==> config.mk <==
export PLATFORM = sky130hd
export DESIGN_NAME = gtmss_top
export DESIGN_NICKNAME = d
export VERILOG_FILES = /design/src/hdl/gtmss_pkg.sv /design/src/hdl/gtmss_pin_slot.sv /design/src/hdl/gtmss_top.sv
export SDC_FILE = /design/constraint.sdc
export NUM_CORES = 1
export LEC_CHECK = 0
export ABC_CLOCK_PERIOD_IN_PS = 79600
export BUFFER_PORTS_ARGS = -buffer_cell sky130_fd_sc_hd__buf_2
export CAP_MARGIN = 20
export CELL_PAD_IN_SITES_DETAIL_PLACEMENT = 0
export CELL_PAD_IN_SITES_GLOBAL_PLACEMENT = 1
export CORE_MARGIN = 2
export CORE_UTILIZATION = 51
export CTS_BUF_LIST = sky130_fd_sc_hd__clkbuf_2
export CTS_CLUSTER_DIAMETER = 30
export DETAILED_ROUTE_END_ITERATION = 6
export PLACE_DENSITY = 0.95
export RECOVER_POWER = 100
export SLEW_MARGIN = 30
export SYNTH_ARGS = -nofsm -noshare
export SYNTH_HDL_FRONTEND = slang
export SYNTH_HIERARCHICAL = 1
export SYNTH_SLANG_ARGS = --single-unit
==> constraint.sdc <==
create_clock -name REF_CLK_I -period 79.6 [get_ports REF_CLK_I]
set_input_delay 3.98 -clock REF_CLK_I [delete_from_list [all_inputs] [get_ports REF_CLK_I]]
set_output_delay 3.98 -clock REF_CLK_I [all_outputs]
set_load 0.005 [all_outputs]
==> src/hdl/gtmss_pkg.sv <==
// Constants shared by the pin-mapping and spur-setting block
package gtmss_pkg;
    // Register offsets on the configuration port
    localparam logic [7:0] GTMSS_OFS_PIN5_FUNC = 8'hE5;
    localparam logic [7:0] GTMSS_OFS_PIN6_FUNC = 8'hE6;
    localparam logic [7:0] GTMSS_OFS_SPUR = 8'hF7;
    // Values after reset
    localparam logic [7:0] GTMSS_RST_PIN_FUNC = 8'h00;
    localparam logic [7:0] GTMSS_RST_SPUR = 8'h00;
    // Field positions inside a pin function register
    localparam int GTMSS_IDX_MSB = 6;
    localparam int GTMSS_IDX_LSB = 0;
    localparam int GTMSS_ROLE_BIT = 7;
    localparam int GTMSS_TABLE_BITS = 128;
    // Role encoding: 0 drives the control table, 1 shows the status table
    localparam logic GTMSS_ROLE_CONTROL = 1'b0;
    localparam logic GTMSS_ROLE_STATUS = 1'b1;
    // Reconfiguration time after a spur-setting change
    localparam longint unsigned GTMSS_RECONF_TIME_MS = 64'd200;
    localparam longint unsigned GTMSS_CLK_HZ = 64'd200_000_000;
    localparam longint unsigned GTMSS_RECONF_CYCLES =
        (GTMSS_RECONF_TIME_MS * GTMSS_CLK_HZ) / 64'd1000;
    // Reconfiguration state
    typedef enum logic [0:0] {GTMSS_ST_IDLE, GTMSS_ST_RECONF} gtmss_state_t;
endpackage

==> src/hdl/gtmss_pin_slot.sv <==
// One general-purpose pin: table index decode, role select and pin driving
`timescale 1ns/1ps
module gtmss_pin_slot
    import gtmss_pkg::*;
#(
    parameter int TABLE_BITS = GTMSS_TABLE_BITS
) (
    input wire logic clk_i,
    input wire logic rst_n_i,
    input wire logic [7:0] func_i,
    input wire logic pin_i,
    input wire logic [TABLE_BITS-1:0] status_table_i,
    output logic pin_o,
    output logic pin_oe_o,
    output logic [TABLE_BITS-1:0] ctrl_mask_o,
    output logic [TABLE_BITS-1:0] ctrl_val_o
);
    logic [1:0] pin_sync_r;
    logic [1:0] pin_sync_nxt;
    logic pin_o_r;
    logic pin_o_nxt;
    logic pin_oe_r;
    logic pin_oe_nxt;
    logic [TABLE_BITS-1:0] mask_r;
    logic [TABLE_BITS-1:0] mask_nxt;
    logic [TABLE_BITS-1:0] val_r;
    logic [TABLE_BITS-1:0] val_nxt;
    logic [GTMSS_IDX_MSB:GTMSS_IDX_LSB] idx;
    logic role;

    assign idx = func_i[GTMSS_IDX_MSB:GTMSS_IDX_LSB];
    assign role = func_i[GTMSS_ROLE_BIT];

    // Next values: sync the pin, pick the table bit, steer by role
    always_comb begin
        pin_sync_nxt = {pin_sync_r[0], pin_i};
        mask_nxt = '0;
        val_nxt = '0;
        pin_o_nxt = 1'b0;
        pin_oe_nxt = 1'b0;
        if (role == GTMSS_ROLE_CONTROL) begin
            mask_nxt[idx] = 1'b1;
            val_nxt[idx] = pin_sync_r[1];
        end else begin
            pin_o_nxt = status_table_i[idx];
            pin_oe_nxt = 1'b1;
        end
    end

    // Registers
    always_ff @(posedge clk_i or negedge rst_n_i) begin
        if (!rst_n_i) begin
            pin_sync_r <= '0;
            mask_r <= '0;
            val_r <= '0;
            pin_o_r <= 1'b0;
            pin_oe_r <= 1'b0;
        end else begin
            pin_sync_r <= pin_sync_nxt;
            mask_r <= mask_nxt;
            val_r <= val_nxt;
            pin_o_r <= pin_o_nxt;
            pin_oe_r <= pin_oe_nxt;
        end
    end

    assign pin_o = pin_o_r;
    assign pin_oe_o = pin_oe_r;
    assign ctrl_mask_o = mask_r;
    assign ctrl_val_o = val_r;
endmodule

==> src/hdl/gtmss_top.sv <==
// Pin-to-table mapping for two general pins and the spur-reduction setting
// What this block does
// - Each pin's function bits 6:0 index one bit of a 128-bit table.
// - Function bit 7: 0 makes pin drive control bit, 1 shows status bit.
// - Both pin function registers reset to zero, so both pins drive control bit 0.
// - A spur-setting change starts 200 ms reconfiguration; host stays off meanwhile.
`timescale 1ns/1ps
module gtmss_top
    import gtmss_pkg::*;
#(
    parameter int TABLE_BITS = GTMSS_TABLE_BITS,
    parameter int RECONF_CYCLES = int'(GTMSS_RECONF_CYCLES)
) (
    input wire logic REF_CLK_I,
    input wire logic RESET_N_I,
    input wire logic [7:0] REG_ADDR_I,
    input wire logic [7:0] REG_WDATA_I,
    input wire logic REG_WR_I,
    input wire logic REG_RD_I,
    output logic [7:0] REG_RDATA_O,
    output logic REG_RVALID_O,
    output logic BUSY_O,
    output logic [7:0] SPUR_SETTING_O,
    input wire logic GENERAL_PIN_FIVE_I,
    output logic GENERAL_PIN_FIVE_O,
    output logic GENERAL_PIN_FIVE_OE_O,
    input wire logic GENERAL_PIN_SIX_I,
    output logic GENERAL_PIN_SIX_O,
    output logic GENERAL_PIN_SIX_OE_O,
    input wire logic [TABLE_BITS-1:0] STATUS_TABLE_I,
    output logic [TABLE_BITS-1:0] CONTROL_MASK_O,
    output logic [TABLE_BITS-1:0] CONTROL_TABLE_O
);
    localparam int NPINS = 2;
    localparam int CW = $clog2(RECONF_CYCLES + 1);

    // Reset release synchroniser
    logic [1:0] rst_sync_r;
    logic rst_n;

    always_ff @(posedge REF_CLK_I or negedge RESET_N_I) begin
        if (!RESET_N_I) begin
            rst_sync_r <= 2'b00;
        end else begin
            rst_sync_r <= {rst_sync_r[0], 1'b1};
        end
    end
    assign rst_n = rst_sync_r[1];

    // Register file and reconfiguration state
    logic [7:0] pin5_function_select_r;
    logic [7:0] pin5_function_select_nxt;
    logic [7:0] pin6_function_select_r;
    logic [7:0] pin6_function_select_nxt;
    logic [7:0] spur_reduction_setting_r;
    logic [7:0] spur_reduction_setting_nxt;
    logic [7:0] rdata_r;
    logic [7:0] rdata_nxt;
    logic rvalid_r;
    logic rvalid_nxt;
    gtmss_state_t state_r;
    gtmss_state_t state_nxt;
    logic [CW-1:0] cnt_r;
    logic [CW-1:0] cnt_nxt;
    logic busy;

    assign busy = (state_r == GTMSS_ST_RECONF);

    // Register writes and reconfiguration timer
    always_comb begin
        pin5_function_select_nxt = pin5_function_select_r;
        pin6_function_select_nxt = pin6_function_select_r;
        spur_reduction_setting_nxt = spur_reduction_setting_r;
        state_nxt = state_r;
        cnt_nxt = cnt_r;
        case (state_r)
            GTMSS_ST_IDLE: begin
                if (REG_WR_I) begin
                    if (REG_ADDR_I == GTMSS_OFS_PIN5_FUNC) begin
                        pin5_function_select_nxt = REG_WDATA_I;
                    end else if (REG_ADDR_I == GTMSS_OFS_PIN6_FUNC) begin
                        pin6_function_select_nxt = REG_WDATA_I;
                    end else if (REG_ADDR_I == GTMSS_OFS_SPUR) begin
                        spur_reduction_setting_nxt = REG_WDATA_I;
                        if (REG_WDATA_I != spur_reduction_setting_r) begin
                            state_nxt = GTMSS_ST_RECONF;
                            cnt_nxt = CW'(RECONF_CYCLES - 1);
                        end
                    end
                end
            end
            GTMSS_ST_RECONF: begin
                // Writes are dropped so nothing is disturbed while busy
                if (cnt_r == '0) begin
                    state_nxt = GTMSS_ST_IDLE;
                end else begin
                    cnt_nxt = cnt_r - CW'(1);
                end
            end
            default: begin
                state_nxt = GTMSS_ST_IDLE;
            end
        endcase
    end

    // Registers
    always_ff @(posedge REF_CLK_I or negedge rst_n) begin
        if (!rst_n) begin
            pin5_function_select_r <= GTMSS_RST_PIN_FUNC;
            pin6_function_select_r <= GTMSS_RST_PIN_FUNC;
            spur_reduction_setting_r <= GTMSS_RST_SPUR;
            state_r <= GTMSS_ST_IDLE;
            cnt_r <= '0;
        end else begin
            pin5_function_select_r <= pin5_function_select_nxt;
            pin6_function_select_r <= pin6_function_select_nxt;
            spur_reduction_setting_r <= spur_reduction_setting_nxt;
            state_r <= state_nxt;
            cnt_r <= cnt_nxt;
        end
    end

    // Read answers: zero while reconfiguring and for unmapped places
    always_comb begin
        rdata_nxt = rdata_r;
        rvalid_nxt = 1'b0;
        if (REG_RD_I && !REG_WR_I) begin
            rvalid_nxt = 1'b1;
            if (busy) begin
                rdata_nxt = 8'h00;
            end else if (REG_ADDR_I == GTMSS_OFS_PIN5_FUNC) begin
                rdata_nxt = pin5_function_select_r;
            end else if (REG_ADDR_I == GTMSS_OFS_PIN6_FUNC) begin
                rdata_nxt = pin6_function_select_r;
            end else if (REG_ADDR_I == GTMSS_OFS_SPUR) begin
                rdata_nxt = spur_reduction_setting_r;
            end else begin
                rdata_nxt = 8'h00;
            end
        end
    end

    // Read answer registers
    always_ff @(posedge REF_CLK_I or negedge rst_n) begin
        if (!rst_n) begin
            rdata_r <= 8'h00;
            rvalid_r <= 1'b0;
        end else begin
            rdata_r <= rdata_nxt;
            rvalid_r <= rvalid_nxt;
        end
    end

    // Per-pin mapping slots
    logic [7:0] func [NPINS];
    logic pin_in [NPINS];
    logic pin_out [NPINS];
    logic pin_oe [NPINS];
    logic [TABLE_BITS-1:0] mask [NPINS];
    logic [TABLE_BITS-1:0] val [NPINS];

    assign func[0] = pin5_function_select_r;
    assign func[1] = pin6_function_select_r;
    assign pin_in[0] = GENERAL_PIN_FIVE_I;
    assign pin_in[1] = GENERAL_PIN_SIX_I;

    genvar g;
    generate
        for (g = 0; g < NPINS; g++) begin : g_pin
            gtmss_pin_slot #(
                .TABLE_BITS(TABLE_BITS)
            ) u_slot (
                .clk_i(REF_CLK_I),
                .rst_n_i(rst_n),
                .func_i(func[g]),
                .pin_i(pin_in[g]),
                .status_table_i(STATUS_TABLE_I),
                .pin_o(pin_out[g]),
                .pin_oe_o(pin_oe[g]),
                .ctrl_mask_o(mask[g]),
                .ctrl_val_o(val[g])
            );
        end
    endgenerate

    // Merged control-table contributions of all pins
    logic [TABLE_BITS-1:0] ctrl_mask_r;
    logic [TABLE_BITS-1:0] ctrl_mask_nxt;
    logic [TABLE_BITS-1:0] ctrl_val_r;
    logic [TABLE_BITS-1:0] ctrl_val_nxt;

    // Pins claiming one bit are ORed together
    always_comb begin
        ctrl_mask_nxt = '0;
        ctrl_val_nxt = '0;
        for (int p = 0; p < NPINS; p++) begin
            ctrl_mask_nxt = ctrl_mask_nxt | mask[p];
            ctrl_val_nxt = ctrl_val_nxt | val[p];
        end
    end

    // Output flops so the table outputs never glitch
    always_ff @(posedge REF_CLK_I or negedge rst_n) begin
        if (!rst_n) begin
            ctrl_mask_r <= '0;
            ctrl_val_r <= '0;
        end else begin
            ctrl_mask_r <= ctrl_mask_nxt;
            ctrl_val_r <= ctrl_val_nxt;
        end
    end

    assign CONTROL_MASK_O = ctrl_mask_r;
    assign CONTROL_TABLE_O = ctrl_val_r;

    assign GENERAL_PIN_FIVE_O = pin_out[0];
    assign GENERAL_PIN_FIVE_OE_O = pin_oe[0];
    assign GENERAL_PIN_SIX_O = pin_out[1];
    assign GENERAL_PIN_SIX_OE_O = pin_oe[1];
    assign REG_RDATA_O = rdata_r;
    assign REG_RVALID_O = rvalid_r;
    assign BUSY_O = busy;
    assign SPUR_SETTING_O = spur_reduction_setting_r;
endmodule

==> flow_summary.yaml <==
status:
  status: "finished with violations"
  failed_checks: "capacitance limit, slew limit"
timing:
  setup_violations: 0
  finalHoldViolations: 0
  clock-skew-final_ns: 0.0459
  fin_tns_setup_ns: 0
  max_freq_mhz: 67.7
  relSlewSlack_pct: -249
  timing.final.ws_setup_ns: 64.82
  post-route-period-util_pct: 18.6
  layout_min_cycle_time_ns: 14.78
  hold_ws_ns: 0.357
  rsz0062_at_grt: "no"
  worst_slew_pin_slew_ns: 5.24
  finalMaxSlewViolations: 1030
pwr:
  ir_drop_v: 0.0000118
  leakage_uw: 0.0175
  power_per_cell_area_nw_per_um2: 21.8
die:
  rows: 87
  die_x_um: 243
  coreArea_sq_um: 56400
  fp.dieH_um: 243
  die_area_sq_um: 58900
  ios: 428
  start_util_pct: 51.5
worst_setup_path:
  path_cells: "clkbuf_1, clkbuf_1, clkbuf_1, clkbuf_1"
  crit_family: "buffers and inverters"
  crit_arrival_ns: 15.18
  critical_path_class: "reg -> async"
  slowest_delay_ns: 3.26
  cp_num_buf_inv: 4
  r2r-start: "rst_sync_r[1]"
  setup.worst_path.start_class: "flop"
  required_ns: 80.00
  r2r_setup_slack_ns: 64.82
  cp-end-kind: "asynchronous set/reset pin"
  crit_top_cell: "clkbuf_1"
  slowest_stage: "clkbuf_1"
  reg2reg_depth: 4
  r2r-end: "CONTROL_TABLE_O[75]"
  cp_max_fo: 88
global_route:
  grt_pass1_wl_um: 122000
  grtUsageMet1_pct: 35.0
  overflow: 0
  use_met2_pct: 46.5
  grt_pass1_vias: 20200
  grt_use_met3_pct: 8.18
  top_usage_layer: "met2"
  antenna_found_initial: 8
  grt_util_all_layers_pct: 28.3
  grt_max_degree: 211
cells_and_area:
  multi_input_area_sq_um: 7400
  num-fill-cells: 4642
  fin_util_pct: 59.1
  final_cell_mix: "dfrtp_1 (838), nor2_1 (501), buf_2 (298)"
  ff_latch_area_sq_um: 21000
  drive_above_1_share_pct: 30.4
  final_common_cell: "dfrtp_1"
  nets: 2947
  area_delta_synth_final_pct: 14.7
synth:
  synth_flop_cell: "dfrtp_1"
  ys_ff_latch: 838
  syn_inst: 2272
  syn_avg_cell_area_sq_um: 12.8
  synth.distinct_cells: 55
  synth-edff-count: 0
  post_synth_instance_area_sq_um: 29000
  ys_seq_area_share_pct: 72.2
  yosysWarningCount: 6
  syn_nets: 2423
  postSynth.asyncResetShare_pct: 100
routing:
  ant_nets: 0
  post_drt_wl_per_cell_um: 22.3
  first_pass_iters: 5
  first_iter_violations: 1361
  viasPerCell: 5.25
  via_count: 19500
  drt-total-wl_um: 82400
  drc: 0
clock_tree:
  cts_root_buf: "clkbuf_2"
  cts_buffer_depth: 3
  clkSlewWorstSetupHoldPaths_ns: 0.09
  post_cts_buffers: 0
  numCtsBuffers: 193
  cts-hold-fix-buffers: 0
  cts.sinks: 838
  h-tree-depth: 4
  clk_latency_ns: 1.33
  tritoncts: "done"
  cts.repair.resized: 0
place:
  dp_hpwl_um: 55800
  dp_slack_ns: 73.20
  port-buffer-count: 427
  gp_congestion: 0.893
worst_hold_path:
  holdPathStages: 0
  hold_end: "rst_sync_r[1]"
  worstHoldStart: "rst_sync_r[0]"
  hold_path_class: "reg -> reg"
job:
  cap_violations: 17
[registers in the layout, summed over array words and instances (netlist names)]
| signal | count |
|---|---|
| rst_sync_r | 2 |
| g_pin.u_slot/pin_o | 2 |
| g_pin.u_slot/ctrl_val_o | 256 |
| g_pin.u_slot/pin_oe_o | 2 |
| cnt_r | 26 |
| CONTROL_TABLE_O | 128 |
| REG_RVALID_O | 1 |
| BUSY_O | 1 |
| REG_RDATA_O | 8 |
| CONTROL_MASK_O | 128 |
| pin6_function_select_r | 8 |
| g_pin.u_slot/ctrl_mask_o | 256 |
| SPUR_SETTING_O | 8 |
| pin5_function_select_r | 8 |
| g_pin.u_slot/pin_sync_r | 4 |
[worst max path at each step]
stage	slack (ns)	depth (start not counted)	startpoint	to
global route	61.57	4	rst_sync_r[1]	CONTROL_TABLE_O[125]
global placement	73.28	6	REG_ADDR_I[3]	pin5_function_select_r[2]
floorplan	54.51	0	rst_sync_r[1]	BUSY_O
detailed placement	73.20	6	REG_ADDR_I[3]	pin5_function_select_r[6]
finish	64.82	4	rst_sync_r[1]	CONTROL_TABLE_O[75]
CTS	73.35	1	BUSY_O	BUSY_O
[per-stage QoR]
step                power [uW]  instances  instance area, sq um
global placement           452       3354                 31700
detailed placement         453       3355                 31700
floorplan                  445       2272                 29000
global route               762       3702                 33300
CTS                        736       3697                 33600
finish                     727       3703                 33300
[synth_stat cells, types with 16 or more instances]
library cell / n / area share [%]
a21oi_1: 20 / 0.34
buf_2: 19 / 0.33
clkbuf_1: 77 / 1.0
dfrtp_1: 838 / 72
mux2_1: 24 / 0.93
mux2i_1: 129 / 4.4
nand2_1: 70 / 0.90
nand3_1: 38 / 0.65
nor2_1: 499 / 6.4
nor2b_1: 16 / 0.34
nor3_1: 34 / 0.59
o21ai_0: 32 / 0.55
o22ai_1: 64 / 1.4
or2_2: 259 / 5.6
xnor2_1: 20 / 0.60
[final cells by class]
class / instances / share of cell area, %
multi-input cells: 1306 / 22.2
clock inverters: 47 / 1.25
inverters: 11 / 0.124
flip-flops and latches: 838 / 62.9
diodes: 4 / 0.0300
well taps: 756 / 2.84
clock buffers: 295 / 4.43
repair buffers: 446 / 6.21
[metal layers]
| layer | up-vias | routed length [um] |
|---|---|---|
| met3 | 167 | 6100 |
| met1 | 9847 | 32300 |
| met4 | 6 | 3080 |
| li1 | 8569 | - |
| met5 | - | 38 |
| met2 | 862 | 40900 |
[worst register-to-register path: stages, from the launching register on]
cell and delay (ns):
dfrtp_1 1.72, clkbuf_1 2.78, clkbuf_1 3.26, clkbuf_1 2.78, clkbuf_1 3.29
[cell families after synthesis]
kind of cell	synth area share (%)
buf+inv	2.24
other cells	0.0129
flops	72.2
compound gates	3.46
mux	5.41
xor+xnor	0.694
simple gates	15.9
fa+ha+maj	0.0431
[power breakdown]
group / total (uW) / switching, uW / leakage, uW / internal (uW)
clock: 283 / 159 / 0.00143 / 124
combinational: 17.3 / 12.5 / 0.00452 / 4.79
sequential: 427 / 0.811 / 0.0116 / 426
total: 727 / 172 / 0.0175 / 555
Note: power is estimated with default switching activity, not from simulation.
